<file path="src/rtl/rnf_pkg.sv">
package rnf_pkg;

  ////////////////////////////////////////////////////////////////////////////
  // Bus geometry
  localparam int unsigned RNF_DATA_W = 32;                 // Register width
  localparam int unsigned RNF_ADDR_W = 12;                 // Decoded byte address width
  localparam int unsigned RNF_NODE_W = 6;                  // Source node number width
  localparam int unsigned RNF_BUS_W  = 10;                 // Source bus number width

  ////////////////////////////////////////////////////////////////////////////
  // Register byte offsets
  localparam logic [11:0] RNF_ASYNC_LOW_SET_OFS   = 12'h108; // Lower async filter, set
  localparam logic [11:0] RNF_ASYNC_LOW_CLR_OFS   = 12'h10c; // Lower async filter, clear
  localparam logic [11:0] RNF_PHYS_HIGH_SET_OFS   = 12'h110; // Upper phys filter, set
  localparam logic [11:0] RNF_PHYS_HIGH_CLR_OFS   = 12'h114; // Upper phys filter, clear
  localparam logic [11:0] RNF_ASYNC_HIGH_SET_OFS  = 12'h180; // Upper async entries, set
  localparam logic [11:0] RNF_ASYNC_HIGH_CLR_OFS  = 12'h184; // Upper async entries, clear
  localparam logic [11:0] RNF_STATUS_OFS          = 12'h188; // Request decision status

  ////////////////////////////////////////////////////////////////////////////
  // Reset values and implemented bits
  localparam logic [31:0] RNF_FILTER_RESET        = 32'h0000_0000; // All filters closed
  localparam logic [31:0] RNF_ASYNC_LOW_IMPL      = 32'hffff_ffff; // Nodes 0 to 31
  localparam logic [31:0] RNF_ASYNC_HIGH_IMPL     = 32'h0000_000f; // Nodes 32 to 35
  localparam logic [31:0] RNF_PHYS_HIGH_IMPL      = 32'hfff8_0000; // Bit 31, nodes 51 to 62
  localparam logic [31:0] RNF_NO_KEEP             = 32'h0000_0000; // Nothing survives
  localparam logic [31:0] RNF_PHYS_HIGH_KEEP      = 32'h8000_0000; // Remote bus bit survives

  ////////////////////////////////////////////////////////////////////////////
  // Field positions and node ranges
  localparam int unsigned  RNF_REMOTE_BUS_BIT     = 31;            // Remote bus accept bit
  localparam logic [5:0]   RNF_HIGH_NODE_BASE     = 6'h20;         // Node of high bit 0
  localparam logic [5:0]   RNF_ASYNC_HIGH_LAST    = 6'h23;         // Highest async high node
  localparam logic [5:0]   RNF_PHYS_HIGH_FIRST    = 6'h33;         // Lowest phys high node
  localparam logic [5:0]   RNF_PHYS_HIGH_LAST     = 6'h3e;         // Highest phys high node
  localparam logic [9:0]   RNF_LOCAL_BUS_ALIAS    = 10'h3ff;       // Bus number meaning local

  ////////////////////////////////////////////////////////////////////////////
  // Status register fields
  localparam int unsigned RNF_ST_ACK_BIT          = 0;             // Last request acked
  localparam int unsigned RNF_ST_PHYS_BIT         = 1;             // Last went to phys
  localparam int unsigned RNF_ST_ASYNC_BIT        = 2;             // Last went to async
  localparam int unsigned RNF_ST_LOCAL_BIT        = 3;             // Last came from local bus
  localparam int unsigned RNF_ST_NODE_LSB         = 8;             // Last source node

  ////////////////////////////////////////////////////////////////////////////
  // AHB-Lite encodings
  localparam logic [1:0] RNF_HTRANS_NONSEQ        = 2'h2;          // Non-sequential
  localparam logic [2:0] RNF_HSIZE_WORD           = 3'h2;          // 32-bit transfer
  localparam logic       RNF_HRESP_OKAY           = 1'h0;          // Okay response

endpackage

</file>
<file path="src/rtl/rnf_setclr_reg.sv">
// One set/clear filter register: software writes ones to set or clear
// bits, the link reset clears all but the kept bits.
module rnf_setclr_reg
  import rnf_pkg::*;
#(
  parameter int unsigned W         = 32,
  parameter logic [31:0] RESET_VAL = 32'h0000_0000,
  parameter logic [31:0] IMPL_MASK = 32'hffff_ffff,
  parameter logic [31:0] KEEP_MASK = 32'h0000_0000
) (
  // Clock and reset
  input  wire logic         hclk,
  input  wire logic         hresetn,
  // Software access
  input  wire logic         set_we,
  input  wire logic         clr_we,
  input  wire logic [W-1:0] wdata,
  // Link reset pulse
  input  wire logic         link_clr,
  // Register value and value after this cycle
  output logic      [W-1:0] q,
  output logic      [W-1:0] q_next
);

  // Width check
  if (W < 1 || W > 32) begin : g_bad_width
    $error("rnf_setclr_reg: W must lie in 1 to 32");
  end

  logic [W-1:0] value_reg;    // Stored filter bits
  logic [W-1:0] impl;         // Bits that exist
  logic [W-1:0] keep;         // Bits untouched by link reset

  assign impl = IMPL_MASK[W-1:0];
  assign keep = KEEP_MASK[W-1:0];

  ////////////////////////////////////////////////////////////////////////////
  // Next value: link reset, then set, then clear
  always_comb begin
    q_next = value_reg;
    if (link_clr) begin
      q_next = value_reg & keep;
    end
    if (set_we) begin
      q_next = q_next | (wdata & impl);
    end
    if (clr_we) begin
      q_next = q_next & ~wdata;
    end
  end

  // Storage
  always_ff @(posedge hclk or negedge hresetn) begin
    if (!hresetn) begin
      value_reg <= RESET_VAL[W-1:0];
    end else begin
      value_reg <= q_next;
    end
  end

  assign q = value_reg;

endmodule // rnf_setclr_reg

</file>
<file path="src/rtl/rnf_request_filters.sv">
// How it works
// - Lower async filter, nodes 0-31, set/clear
// - Lower async filter screens like upper one
// - Lower async bit n accepts node n
// - Upper async bits 3-0 accept nodes 35-32
// - Upper physical filter, set/clear addresses
// - Physical requests checked async, then physical
// - Physical bit clear routes to async context
// - Node comparison only for local bus
// - Remote bus requests need bit 31 set
// - Bit 31 survives the link reset event
// - Physical bits 30-19 route nodes 62-51 (never here: those nodes have no async bit)
// - Async bit clear: no ack, no queue
//
// Added by the designer: register access over AHB-Lite.
module rnf_request_filters
  import rnf_pkg::*;
(
  // Clock and reset
  input  wire logic                  hclk,
  input  wire logic                  hresetn,
  // AHB-Lite slave
  input  wire logic                  hsel,
  input  wire logic [RNF_ADDR_W-1:0] haddr,
  input  wire logic [1:0]            htrans,
  input  wire logic                  hwrite,
  input  wire logic [2:0]            hsize,
  input  wire logic [RNF_DATA_W-1:0] hwdata,
  input  wire logic                  hready,
  output logic      [RNF_DATA_W-1:0] hrdata,
  output logic                       hreadyout,
  output logic                       hresp,
  // Link side
  input  wire logic                  link_reset_event,
  input  wire logic [RNF_BUS_W-1:0]  local_bus_id,
  // Incoming request
  input  wire logic                  req_valid,
  input  wire logic [RNF_BUS_W-1:0]  req_src_bus,
  input  wire logic [RNF_NODE_W-1:0] req_src_node,
  input  wire logic                  req_phys,
  // Decision
  output logic                       dec_valid,
  output logic                       dec_ack,
  output logic                       dec_to_phys,
  output logic                       dec_to_async
);

  ////////////////////////////////////////////////////////////////////////////
  // Bus data phase state
  logic                  dp_write_reg;   // Write data phase pending
  logic [RNF_ADDR_W-1:0] dp_addr_reg;    // Address of pending write
  logic [RNF_DATA_W-1:0] hrdata_reg;     // Read data
  logic                  hreadyout_reg;  // Ready out
  logic                  hresp_reg;      // Response out
  logic                  addr_phase;     // Valid address phase this cycle

  // Filter registers
  logic [31:0]           async_low;      // Lower async filter
  logic [31:0]           async_high;     // Upper async entries
  logic [31:0]           phys_high;      // Upper physical filter
  logic [31:0]           async_low_nx;   // Values after this cycle
  logic [31:0]           async_high_nx;
  logic [31:0]           phys_high_nx;

  // Write strobes
  logic                  we_al_set;
  logic                  we_al_clr;
  logic                  we_ah_set;
  logic                  we_ah_clr;
  logic                  we_ph_set;
  logic                  we_ph_clr;

  // Decision terms
  logic                  src_local;      // Source sits on our bus
  logic                  async_hit;      // Async filter bit for the node
  logic                  phys_hit;       // Physical filter bit for the node
  logic                  accept;         // Request acknowledged and queued
  logic                  to_phys;        // Routed to physical context

  // Decision outputs and status
  logic                  dec_valid_reg;
  logic                  dec_ack_reg;
  logic                  dec_to_phys_reg;
  logic                  dec_to_async_reg;
  logic [31:0]           status_reg;     // Last decision, readable
  logic [31:0]           status_next;

  ////////////////////////////////////////////////////////////////////////////
  // Address phase qualification: only whole-word transfers are decoded
  // SEQ is taken like NONSEQ; IDLE and BUSY are not decoded
  // Narrow transfers are ignored: reads keep the old data, writes are lost
  assign addr_phase = hsel && hready && (htrans == RNF_HTRANS_NONSEQ || htrans[1])
                      && (hsize == RNF_HSIZE_WORD);

  // Capture write address phase for the data phase
  // The address is held while hready is low, so a stalled data phase still
  // writes the register that its own address phase named
  always_ff @(posedge hclk or negedge hresetn) begin
    if (!hresetn) begin
      dp_write_reg <= 1'b0;
      dp_addr_reg  <= '0;
    end else if (hready) begin
      dp_write_reg <= addr_phase && hwrite;
      dp_addr_reg  <= haddr;
    end
  end

  // Write strobes in the data phase
  // The upper async entries only hold nodes 32 to 35; other bits read 0
  assign we_al_set = dp_write_reg && (dp_addr_reg == RNF_ASYNC_LOW_SET_OFS);
  assign we_al_clr = dp_write_reg && (dp_addr_reg == RNF_ASYNC_LOW_CLR_OFS);
  assign we_ah_set = dp_write_reg && (dp_addr_reg == RNF_ASYNC_HIGH_SET_OFS);
  assign we_ah_clr = dp_write_reg && (dp_addr_reg == RNF_ASYNC_HIGH_CLR_OFS);
  assign we_ph_set = dp_write_reg && (dp_addr_reg == RNF_PHYS_HIGH_SET_OFS);
  assign we_ph_clr = dp_write_reg && (dp_addr_reg == RNF_PHYS_HIGH_CLR_OFS);

  ////////////////////////////////////////////////////////////////////////////
  // Lower async filter, one bit per node 0 to 31
  // Each register has its own set and clear strobes; one write per cycle
  // means the set and clear of one register never meet
  rnf_setclr_reg #(
    .W         (32),
    .RESET_VAL (RNF_FILTER_RESET),
    .IMPL_MASK (RNF_ASYNC_LOW_IMPL),
    .KEEP_MASK (RNF_NO_KEEP)
  ) u_async_low (
    .hclk     (hclk),
    .hresetn  (hresetn),
    .set_we   (we_al_set),
    .clr_we   (we_al_clr),
    .wdata    (hwdata),
    .link_clr (link_reset_event),
    .q        (async_low),
    .q_next   (async_low_nx)
  );

  // Upper async entries for nodes 32 to 35
  rnf_setclr_reg #(
    .W         (32),
    .RESET_VAL (RNF_FILTER_RESET),
    .IMPL_MASK (RNF_ASYNC_HIGH_IMPL),
    .KEEP_MASK (RNF_NO_KEEP)
  ) u_async_high (
    .hclk     (hclk),
    .hresetn  (hresetn),
    .set_we   (we_ah_set),
    .clr_we   (we_ah_clr),
    .wdata    (hwdata),
    .link_clr (link_reset_event),
    .q        (async_high),
    .q_next   (async_high_nx)
  );

  // Upper physical filter: remote bus bit keeps its value on link reset
  rnf_setclr_reg #(
    .W         (32),
    .RESET_VAL (RNF_FILTER_RESET),
    .IMPL_MASK (RNF_PHYS_HIGH_IMPL),
    .KEEP_MASK (RNF_PHYS_HIGH_KEEP)
  ) u_phys_high (
    .hclk     (hclk),
    .hresetn  (hresetn),
    .set_we   (we_ph_set),
    .clr_we   (we_ph_clr),
    .wdata    (hwdata),
    .link_clr (link_reset_event),
    .q        (phys_high),
    .q_next   (phys_high_nx)
  );

  ////////////////////////////////////////////////////////////////////////////
  // Read data, taken at the address phase from the values that will hold
  // after any write still in its data phase, so a read right after a write
  // sees the new contents
  always_ff @(posedge hclk or negedge hresetn) begin
    if (!hresetn) begin
      hrdata_reg <= '0;
    end else if (addr_phase && !hwrite) begin
      case (haddr)
        RNF_ASYNC_LOW_SET_OFS,
        RNF_ASYNC_LOW_CLR_OFS:  hrdata_reg <= async_low_nx;
        RNF_ASYNC_HIGH_SET_OFS,
        RNF_ASYNC_HIGH_CLR_OFS: hrdata_reg <= async_high_nx;
        RNF_PHYS_HIGH_SET_OFS,
        RNF_PHYS_HIGH_CLR_OFS:  hrdata_reg <= phys_high_nx;
        RNF_STATUS_OFS:         hrdata_reg <= status_reg;
        // Unmapped addresses read zero
        // Writes to them are dropped, still with an okay response
        default:                hrdata_reg <= '0;
      endcase
    end
  end

  // Zero wait states: ready from the first edge after reset
  // No access ever stalls, so a data phase always ends one edge later
  always_ff @(posedge hclk or negedge hresetn) begin
    if (!hresetn) begin
      hreadyout_reg <= 1'b0;
    end else begin
      hreadyout_reg <= 1'b1;
    end
  end

  // Response: this slave never refuses a transfer, so the register only
  // ever holds okay; it keeps the output on a flop like the others
  always_ff @(posedge hclk or negedge hresetn) begin
    if (!hresetn) begin
      hresp_reg <= RNF_HRESP_OKAY;
    end else begin
      hresp_reg <= RNF_HRESP_OKAY;
    end
  end

  assign hrdata    = hrdata_reg;
  assign hreadyout = hreadyout_reg;
  assign hresp     = hresp_reg;

  ////////////////////////////////////////////////////////////////////////////
  // Source on the local bus: own bus number or the local alias
  assign src_local = (req_src_bus == RNF_LOCAL_BUS_ALIAS)
                     || (req_src_bus == local_bus_id);

  // Async filter lookup: low register holds nodes 0-31, high nodes 32-35
  // Nodes 36 to 63 have no async entry and are always refused from the local bus, which also
  // keeps local physical requests from nodes 51 to 62 from passing
  always_comb begin
    async_hit = 1'b0;
    if (!req_src_node[5]) begin
      async_hit = async_low[req_src_node[4:0]];
    end else if (req_src_node <= RNF_ASYNC_HIGH_LAST) begin
      async_hit = async_high[req_src_node[4:0]];
    end
  end

  // Physical filter lookup: bit k of the high register is node 32 plus k
  // Nodes below 51 have no physical entry here and fall back to async
  always_comb begin
    phys_hit = 1'b0;
    if (req_src_node >= RNF_PHYS_HIGH_FIRST && req_src_node <= RNF_PHYS_HIGH_LAST) begin
      phys_hit = phys_high[req_src_node[4:0]];
    end
  end

  ////////////////////////////////////////////////////////////////////////////
  // Acceptance and routing
  // Remote sources skip the per-node lookup; the remote bus bit alone
  // decides whether they are acknowledged
  always_comb begin
    if (src_local) begin
      // Local source: async filter gates the ack and the queueing
      accept  = async_hit;
      // Physical target must pass async first, then the physical filter
      to_phys = req_phys && async_hit && phys_hit;
    end else begin
      // Remote source: all or nothing by the remote bus bit
      accept  = phys_high[RNF_REMOTE_BUS_BIT];
      to_phys = req_phys && phys_high[RNF_REMOTE_BUS_BIT];
    end
  end

  // Registered decision, one cycle after the request
  // Filter values are those before any write of the same cycle, so a
  // request never sees half of a register update
  always_ff @(posedge hclk or negedge hresetn) begin
    if (!hresetn) begin
      dec_valid_reg    <= 1'b0;
      dec_ack_reg      <= 1'b0;
      dec_to_phys_reg  <= 1'b0;
      dec_to_async_reg <= 1'b0;
    end else begin
      dec_valid_reg    <= req_valid;
      dec_ack_reg      <= req_valid && accept;
      dec_to_phys_reg  <= req_valid && to_phys;
      // Accepted but not physical: goes to the async request receive context
      dec_to_async_reg <= req_valid && accept && !to_phys;
    end
  end

  // Decision outputs come straight from their flops
  assign dec_valid    = dec_valid_reg;
  assign dec_ack      = dec_ack_reg;
  assign dec_to_phys  = dec_to_phys_reg;
  assign dec_to_async = dec_to_async_reg;

  ////////////////////////////////////////////////////////////////////////////
  // Status: last decision, for software to inspect
  // It changes only when a request arrives, so software reads the last
  // decision however long ago it was made
  always_comb begin
    status_next                               = '0;
    status_next[RNF_ST_ACK_BIT]               = accept;
    status_next[RNF_ST_PHYS_BIT]              = to_phys;
    status_next[RNF_ST_ASYNC_BIT]             = accept && !to_phys;
    status_next[RNF_ST_LOCAL_BIT]             = src_local;
    status_next[RNF_ST_NODE_LSB +: RNF_NODE_W] = req_src_node;
  end

  always_ff @(posedge hclk or negedge hresetn) begin
    if (!hresetn) begin
      status_reg <= '0;
    end else if (req_valid) begin
      status_reg <= status_next;
    end
  end

endmodule // rnf_request_filters

</file>
<file path="config.mk">
export PLATFORM = sky130hd
export DESIGN_NAME = rnf_request_filters
export DESIGN_NICKNAME = d
export VERILOG_FILES = /design/src/rtl/rnf_pkg.sv /design/src/rtl/rnf_setclr_reg.sv /design/src/rtl/rnf_request_filters.sv
export SDC_FILE = /design/constraint.sdc
export NUM_CORES = 1
export LEC_CHECK = 0
export ABC_AREA = 1
export BUFFER_PORTS_ARGS = -buffer_cell sky130_fd_sc_hd__buf_2
export CORE_AREA = 8 8 124 126
export CTS_CLUSTER_SIZE = 24
export DETAILED_ROUTE_END_ITERATION = 10
export DIE_AREA = 0 0 132 134
export PLACE_DENSITY = 0.82
export SLEW_MARGIN = 0
export SYNTH_ARGS = -nofsm -noshare
export SYNTH_HDL_FRONTEND = slang
export SYNTH_SLANG_ARGS = --single-unit
</file>
<file path="constraint.sdc">
create_clock -name hclk -period 4.75 [get_ports hclk]
set_input_delay 0.475 -clock hclk [delete_from_list [all_inputs] [get_ports hclk]]
set_output_delay 0.475 -clock hclk [all_outputs]
set_load 0.005 [all_outputs]
</file>
**Word-level counts from Yosys, hierarchy flattened**

Index checks and enable logic that the tools add are counted.

- Register bits: 156
- Input bits: 83
- Output and inout bits: 38
- Word-level logic and storage cells: 87

- Order comparisons: 4
- Equality and inequality tests: 17
- Muxes and demuxes: 21
- Bitwise logic cells: 7
- Reduce and logical (&&, ||, !) cells: 26

Operator list:

| operator | number |
|---|---|
| $mux 32 | 8 |
| $eq 12x9->1 const B | 13 |
| $pmux 32 s4 | 1 |
| $and 32x32->32 | 3 |
| $or 32x32->32 | 2 |
| $not 32->32 | 1 |
| $or 32x4->32 | 1 |
| $mux 31 | 1 |
| $logic_and 1x1->1 | 19 |
| $bmux 1 s5 | 3 |
| $le 6x6->1 const B | 2 |
| $eq 10x10->1 | 1 |
| $eq 10x10->1 const B | 1 |
| $mux 1 | 8 |
| $ge 6x6->1 const B | 1 |
| $lt 5x6->1 const B | 1 |
| $reduce_or 2->1 | 3 |
| $eq 3x2->1 const B | 1 |
| $eq 2x2->1 const B | 1 |
| $logic_not 1->1 | 2 |
| $logic_or 1x1->1 | 2 |

**Depth between registers and ports, before layout**

- Depth after elaboration: 9
- Mapped depth: 16
- Mapped depth without buffers: 15

**By module**

A second synthesis with hierarchy kept.

- Cells, all modules: 1046
- Area, all modules: 7992.7 um2

Modules (own cells, without submodules):

| module | instances | cells an instance | area each (um2) | seq. area each (um2) |
|---|---|---|---|---|
| rnf_request_filters | 1 | 585 | 3828.7 | 1501.4 |
| rnf_setclr_reg at u_async_low | 1 | 202 | 1626.6 | 800.8 |
| rnf_setclr_reg at u_phys_high | 1 | 144 | 1305.0 | 800.8 |
| rnf_setclr_reg at u_async_high | 1 | 115 | 1232.4 | 800.8 |

**Least setup slack after synthesis**

OpenSTA, ideal clock, no wires.

- Kind: input port to flip-flop
- From: in req_src_node[0]
- To: reg status_reg[2]
- Setup time: 0.120 ns
- Arrival time: 1.534 ns
- Data required time: 4.630 ns
- Path slack: 3.096 ns
- Stages: 14
- Path buffers: 2
- Cell sequence: buf_2 buf_2 nand2_1 nor2_1 a21oi_1 nand2_1 a21oi_1 nand2_1 nand3_1 nand2_1 nand2_1 nand2_1 nand3_1 nand2_1

- Word-level cells in the longest chain between the ends: 9
- Elaborated cells between the ends (all ways): 19
- Those cells by class: order compare (3); mux (11); reduce/logical (5)

Ends and longest elaborated chain:

| what | line | RTL |
|---|---|---|
| start: declaration | rnf_request_filters.sv:39 | `input wire logic [RNF_NODE_W-1:0] req_src_node,` |
| $bmux 1 s5 | rnf_request_filters.sv:231 | `async_hit = async_high[req_src_node[4:0]];` |
| $mux 1 (not written as such) | rnf_request_filters.sv:231 |  |
| $mux 1 | rnf_request_filters.sv:230 | `end else if (req_src_node <= RNF_ASYNC_HIGH_LAST) begin` |
| $mux 1 | rnf_request_filters.sv:228 | `if (!req_src_node[5]) begin` |
| $logic_and 1x1->1 (2 in a row) | rnf_request_filters.sv:253 | `to_phys = req_phys && async_hit && phys_hit;` |
| $mux 1 | rnf_request_filters.sv:249 | `if (src_local) begin` |
| $logic_not 1->1 | rnf_request_filters.sv:293 | `status_next[RNF_ST_ASYNC_BIT] = accept && !to_phys;` |
| $logic_and 1x1->1 (*) | rnf_request_filters.sv:293 |  |
| end signal: assignment | rnf_request_filters.sv:302 | `status_reg <= status_next;` |
| end: declaration | rnf_request_filters.sv:85 | `logic [31:0] status_reg;` |

Mark *: on every way between the ends. The rest lies on a longest branch, timed or not. The select of a mux whose other input is x is not followed.
A chain may end at the register's enable or synchronous reset.

**Worst setup path in the final report**

- From: reg dp_addr_reg[4]
- To: reg hrdata_reg[7] (netlist: hrdata[7])

- Word-level cells in the longest chain between the ends: 6
- Elaborated cells between the ends (all ways): 22
- Those cells by class: eq/ne (6); mux (7); bitwise (3); reduce/logical (6)

Ends and longest elaborated chain:

| what | line | RTL |
|---|---|---|
| start: declaration | rnf_request_filters.sv:51 | `logic [RNF_ADDR_W-1:0] dp_addr_reg;` |
| start signal: assignment | rnf_request_filters.sv:104 | `dp_addr_reg <= haddr;` |
| $eq 12x9->1, on equally long branches | rnf_request_filters.sv:114, rnf_request_filters.sv:110, rnf_request_filters.sv:112 |  |
| $logic_and 1x1->1, on equally long branches | rnf_request_filters.sv:114, rnf_request_filters.sv:110, rnf_request_filters.sv:112 |  |
| $mux 32 | rnf_setclr_reg.sv:44 | `if (set_we) begin` |
| $and 32x32->32 | rnf_setclr_reg.sv:48 | `q_next = q_next & ~wdata;` |
| $mux 32 | rnf_setclr_reg.sv:47 | `if (clr_we) begin` |
| $pmux 32 s4 (*) | rnf_request_filters.sv:179 | `case (haddr)` |
| end signal: assignment | rnf_request_filters.sv:181 | `RNF_ASYNC_LOW_CLR_OFS: hrdata_reg <= async_low_nx;` |
| end signal: assignment | rnf_request_filters.sv:183 | `RNF_ASYNC_HIGH_CLR_OFS: hrdata_reg <= async_high_nx;` |
| end signal: assignment | rnf_request_filters.sv:185 | `RNF_PHYS_HIGH_CLR_OFS: hrdata_reg <= phys_high_nx;` |
| end: declaration | rnf_request_filters.sv:52 | `logic [RNF_DATA_W-1:0] hrdata_reg;` |

Mark *: on every way between the ends. The rest lies on a longest branch, timed or not.

==> summary.md <==
| Metric | Value |
|---|---|
| Outcome | `complete, no violations` |
| Crit path max-delay family | `simple AND/OR/NAND/NOR gates` |
| Final Cell Area | `approximately 9000 µm²` |
| First-pass GRT wire length | `between 30,000 and 40,000 µm` |
| CTS tree | `yes` |
| Via Count | `7,053` |
| DRT iter0 DRCs | `about 540` |
| R2R Setup Slk | `around 2.0 ns` |
| Max-cap viol count | `0` |
| Bufs on Longest Clock Path | `2` |
| Largest stage delay on the critical path | `0.84 ns` |
| Crit path buf inv count | `0` |
| Cell Area, Synth | `7829 µm²` |
| Cts hold-fix bufs | `0` |
| Post-synth EDFFs | `0` |
| Post-CTS Setup Inserts | `0` |
| Worst skew pair latency | `around 0.43 ns` |
| Syn_nets | `1,090` |
| Cell mode on critical path | `o21ai_1` |
| Top FF cell, synth | `dfrtp_1` |
| H-tree Lvls | `4` |
| Pre-CTS setup slack | `~2.1 ns` |
| Proportion of layout cells with a drive suffix above 1 | `between 10% and 20%` |
| Nets | `between 1k and 1.5k` |
| FF+latch count, synth | `156` |
| Core Region | `approximately 14,000 µm²` |
| Final Setup Violations | `0` |
| Post-synth top cells | `335 x nand2_1, 156 x dfrtp_1, 147 x inv_1` |
| Cell Rows | `between 40 and 50` |
| Die Ht | `roughly 130 µm` |
| Die X | `approximately 130 µm` |
| Worst path depth | `8` |
| Final antenna-violating net count | `0` |
| Register area share after synthesis | `49.86%` |
| Post-Syn Area per Cell | `7.774 µm²` |
| Total Wirelength | `between 20,000 and 25,000 µm` |
| Max Clk Rate | `366.2 MHz` |
| Min Clock Period, post-route | `approximately 2.7 ns` |
| I/O Pins | `~120` |
| Crit path max fanout | `32` |
| Tot GR Track Use | `roughly 24%` |
| Cell taking the most area after synthesis | `dfrtp_1` |
| Setup crit end kind | `flop` |
| First-pass DRT Iterations | `5` |
| R2R cell count | `8` |
| Top-area cell type share of the netlist area | `between 40% and 50%` |
| Mapped Cells | `slightly above 1k` |
| Leak | `~5 nW` |
| Non-Filler Instances | `~1.3k` |
| Post-synth ARST share | `100.0%` |
| Clock transition at the registers of the reported paths | `around 0.060 ns` |
| DRC errors left | `0` |
| YS warnings | `0` |
| Vias in the first global route | `approximately 7.3k` |
| Final hold vios | `0` |
| CTS Buf Count | `17` |
| RSZ-0062 raised after global routing | `no` |
| Req. time, crit path | `around 5.1 ns` |
| Startpoint types | `flop` |
| Antenna Cells | `0` |
| Cts repair resizes | `0` |
| Final Max Slew Viols | `0` |
| Count leader, synth | `nand2_1` |
| Global route overflow | `0` |
| Worst path slowest cell | `nand4_2` |
| Crit share post-route | `57.48%` |
| Clock Skew | `around 0.0082 ns` |
| Critical path cell sequence | `nor2_1, nand2_1, nor2_1, nand4_2, o21ai_1, o21ai_1, o21ai_1, nand2_1` |
| Clock root buffer | `clkbuf_16` |
| Clock Sinks | `156` |
| Initial antenna violation count | `2` |
| Gpl congestion | `0.8608` |
| Worst Hold Class | `in2async` |
| Drt wl/cell | `about 16 µm` |
| Setup CP Type | `reg2reg` |
| Worst-margin pin slew | `1.061 ns` |
| P&R area growth vs syn | `15.13%` |
| Die Area | `approximately 18,000 µm²` |
| Max VDD drop | `0.0002050 V` |
| Arrival @ worst endpoint | `just over 3 ns` |
| Slew margin rel. | `between 20% and 30%` |
| Total Neg Setup Slack | `0 ns` |
| Largest net degree at the start of global routing | `70` |
| Area contributors post-synth | `dfrtp_1 50%, nand2_1 16%, inv_1 7.0%, o21ai_1 3.6%, o211ai_1 2.5%` |
| Dpl cells | `between 1k and 1.5k` |
| Vias per cell | `5.434` |
| Post-DP HPWL | `between 10,000 and 15,000 µm` |
| Pwr Density | `a little over 300 nW/µm²` |
| IO Port Bufs | `between 100 and 150` |
| Starting Density | `just under 60%` |
| Yosys cell types | `44` |
| Setup WS post-layout | `~2 ns` |
| Placed Area | `approximately 8500 µm²` |
## final cells by class
cell class	count	area (µm²)
sequential	156	3904
tap	180	225.2
clock inverter	2	35.03
inverter	161	604.3
fill	1148	4491
timing repair buffer	125	649.4
multi-input combinational	647	3103
clock buffer	27	493.0
## kinds of logic (layout without fill, tap and decap cells)
kind of cell,after synthesis,count (layout),share of synthesized area (%)
compound gates,216,216,16.85
xor+xnor,4,4,0.4476
buf+inv,204,315,10.56
flops,156,156,49.86
mux,3,3,0.4315
other cells,2,2,0.09593
simple gates,422,422,21.75
## cell usage in the layout, fill, tap and decap left out, types with 2 or more instances in the layout
master,instances
a21oi_1,36
buf_2,117
buf_4,7
clkbuf_1,7
clkbuf_16,17
clkbuf_8,3
conb_1,2
dfrtp_1,156
inv_1,146
inv_2,14
mux2_2,3
nand2_1,335
nand3_1,26
nand3_2,2
nand3b_1,2
nand4_1,7
nor2_1,37
nor2_2,2
nor3_1,3
o211ai_1,26
o211ai_2,2
o21a_1,10
o21a_2,3
o21ai_0,31
o21ai_1,57
o21ai_2,7
o21bai_1,14
o22ai_1,25
xor2_1,3
## per-layer routing
metal	part of all wire (%)	GRT usage, %	up-vias
met5	0.097	0	-
met4	3.0	10.21	4
met3	6.8	6.582	58
met2	47	39.72	254
met1	43	29.14	3344
li1	-	-	3393
## where the power goes
| part | internal (W) | total (W) | switching, W |
|---|---|---|---|
| Combinational | 0.0000561 | 0.000184 | 0.000128 |
| Sequential | 0.00135 | 0.00136 | 0.0000107 |
| Clock | 0.000753 | 0.00125 | 0.000498 |
## worst register-to-register path: cells and delay by family, from the launching register on
kind	cells	cell delay (ns)
AO/OA/AOI/OAI	3	0.83
flip-flops	1	0.40
AND/OR/NAND/NOR	5	1.37
## final timing paths
check	start	endpoint
hold / removal	hresetn	hreadyout
hold reg to reg	hrdata[21]	hrdata[21]
setup reg to reg	dp_addr_reg[4]	hrdata[7]
min in group hclk	hwdata[23]	u_async_high.q[23]
setup / recovery	dp_addr_reg[4]	hrdata[7]
max in group asynchronous	hresetn	u_async_high.q[31]
## through the flow
| step | total power [W] | utilization (%) | hold slack (ns) |
|---|---|---|---|
| after CTS | 0.002806 | 66.75 | 0.06652 |
| after global routing | 0.002882 | 66.75 | 0.08324 |
| after global placement | 0.001561 | 62.84 | 0.4577 |
| final | 0.002794 | 66.75 | 0.03243 |
| after floorplan | 0.001468 | - | 0.1794 |
| after detailed placement | 0.001566 | 62.84 | 0.4601 |
Power figures use the tool's default switching activity.
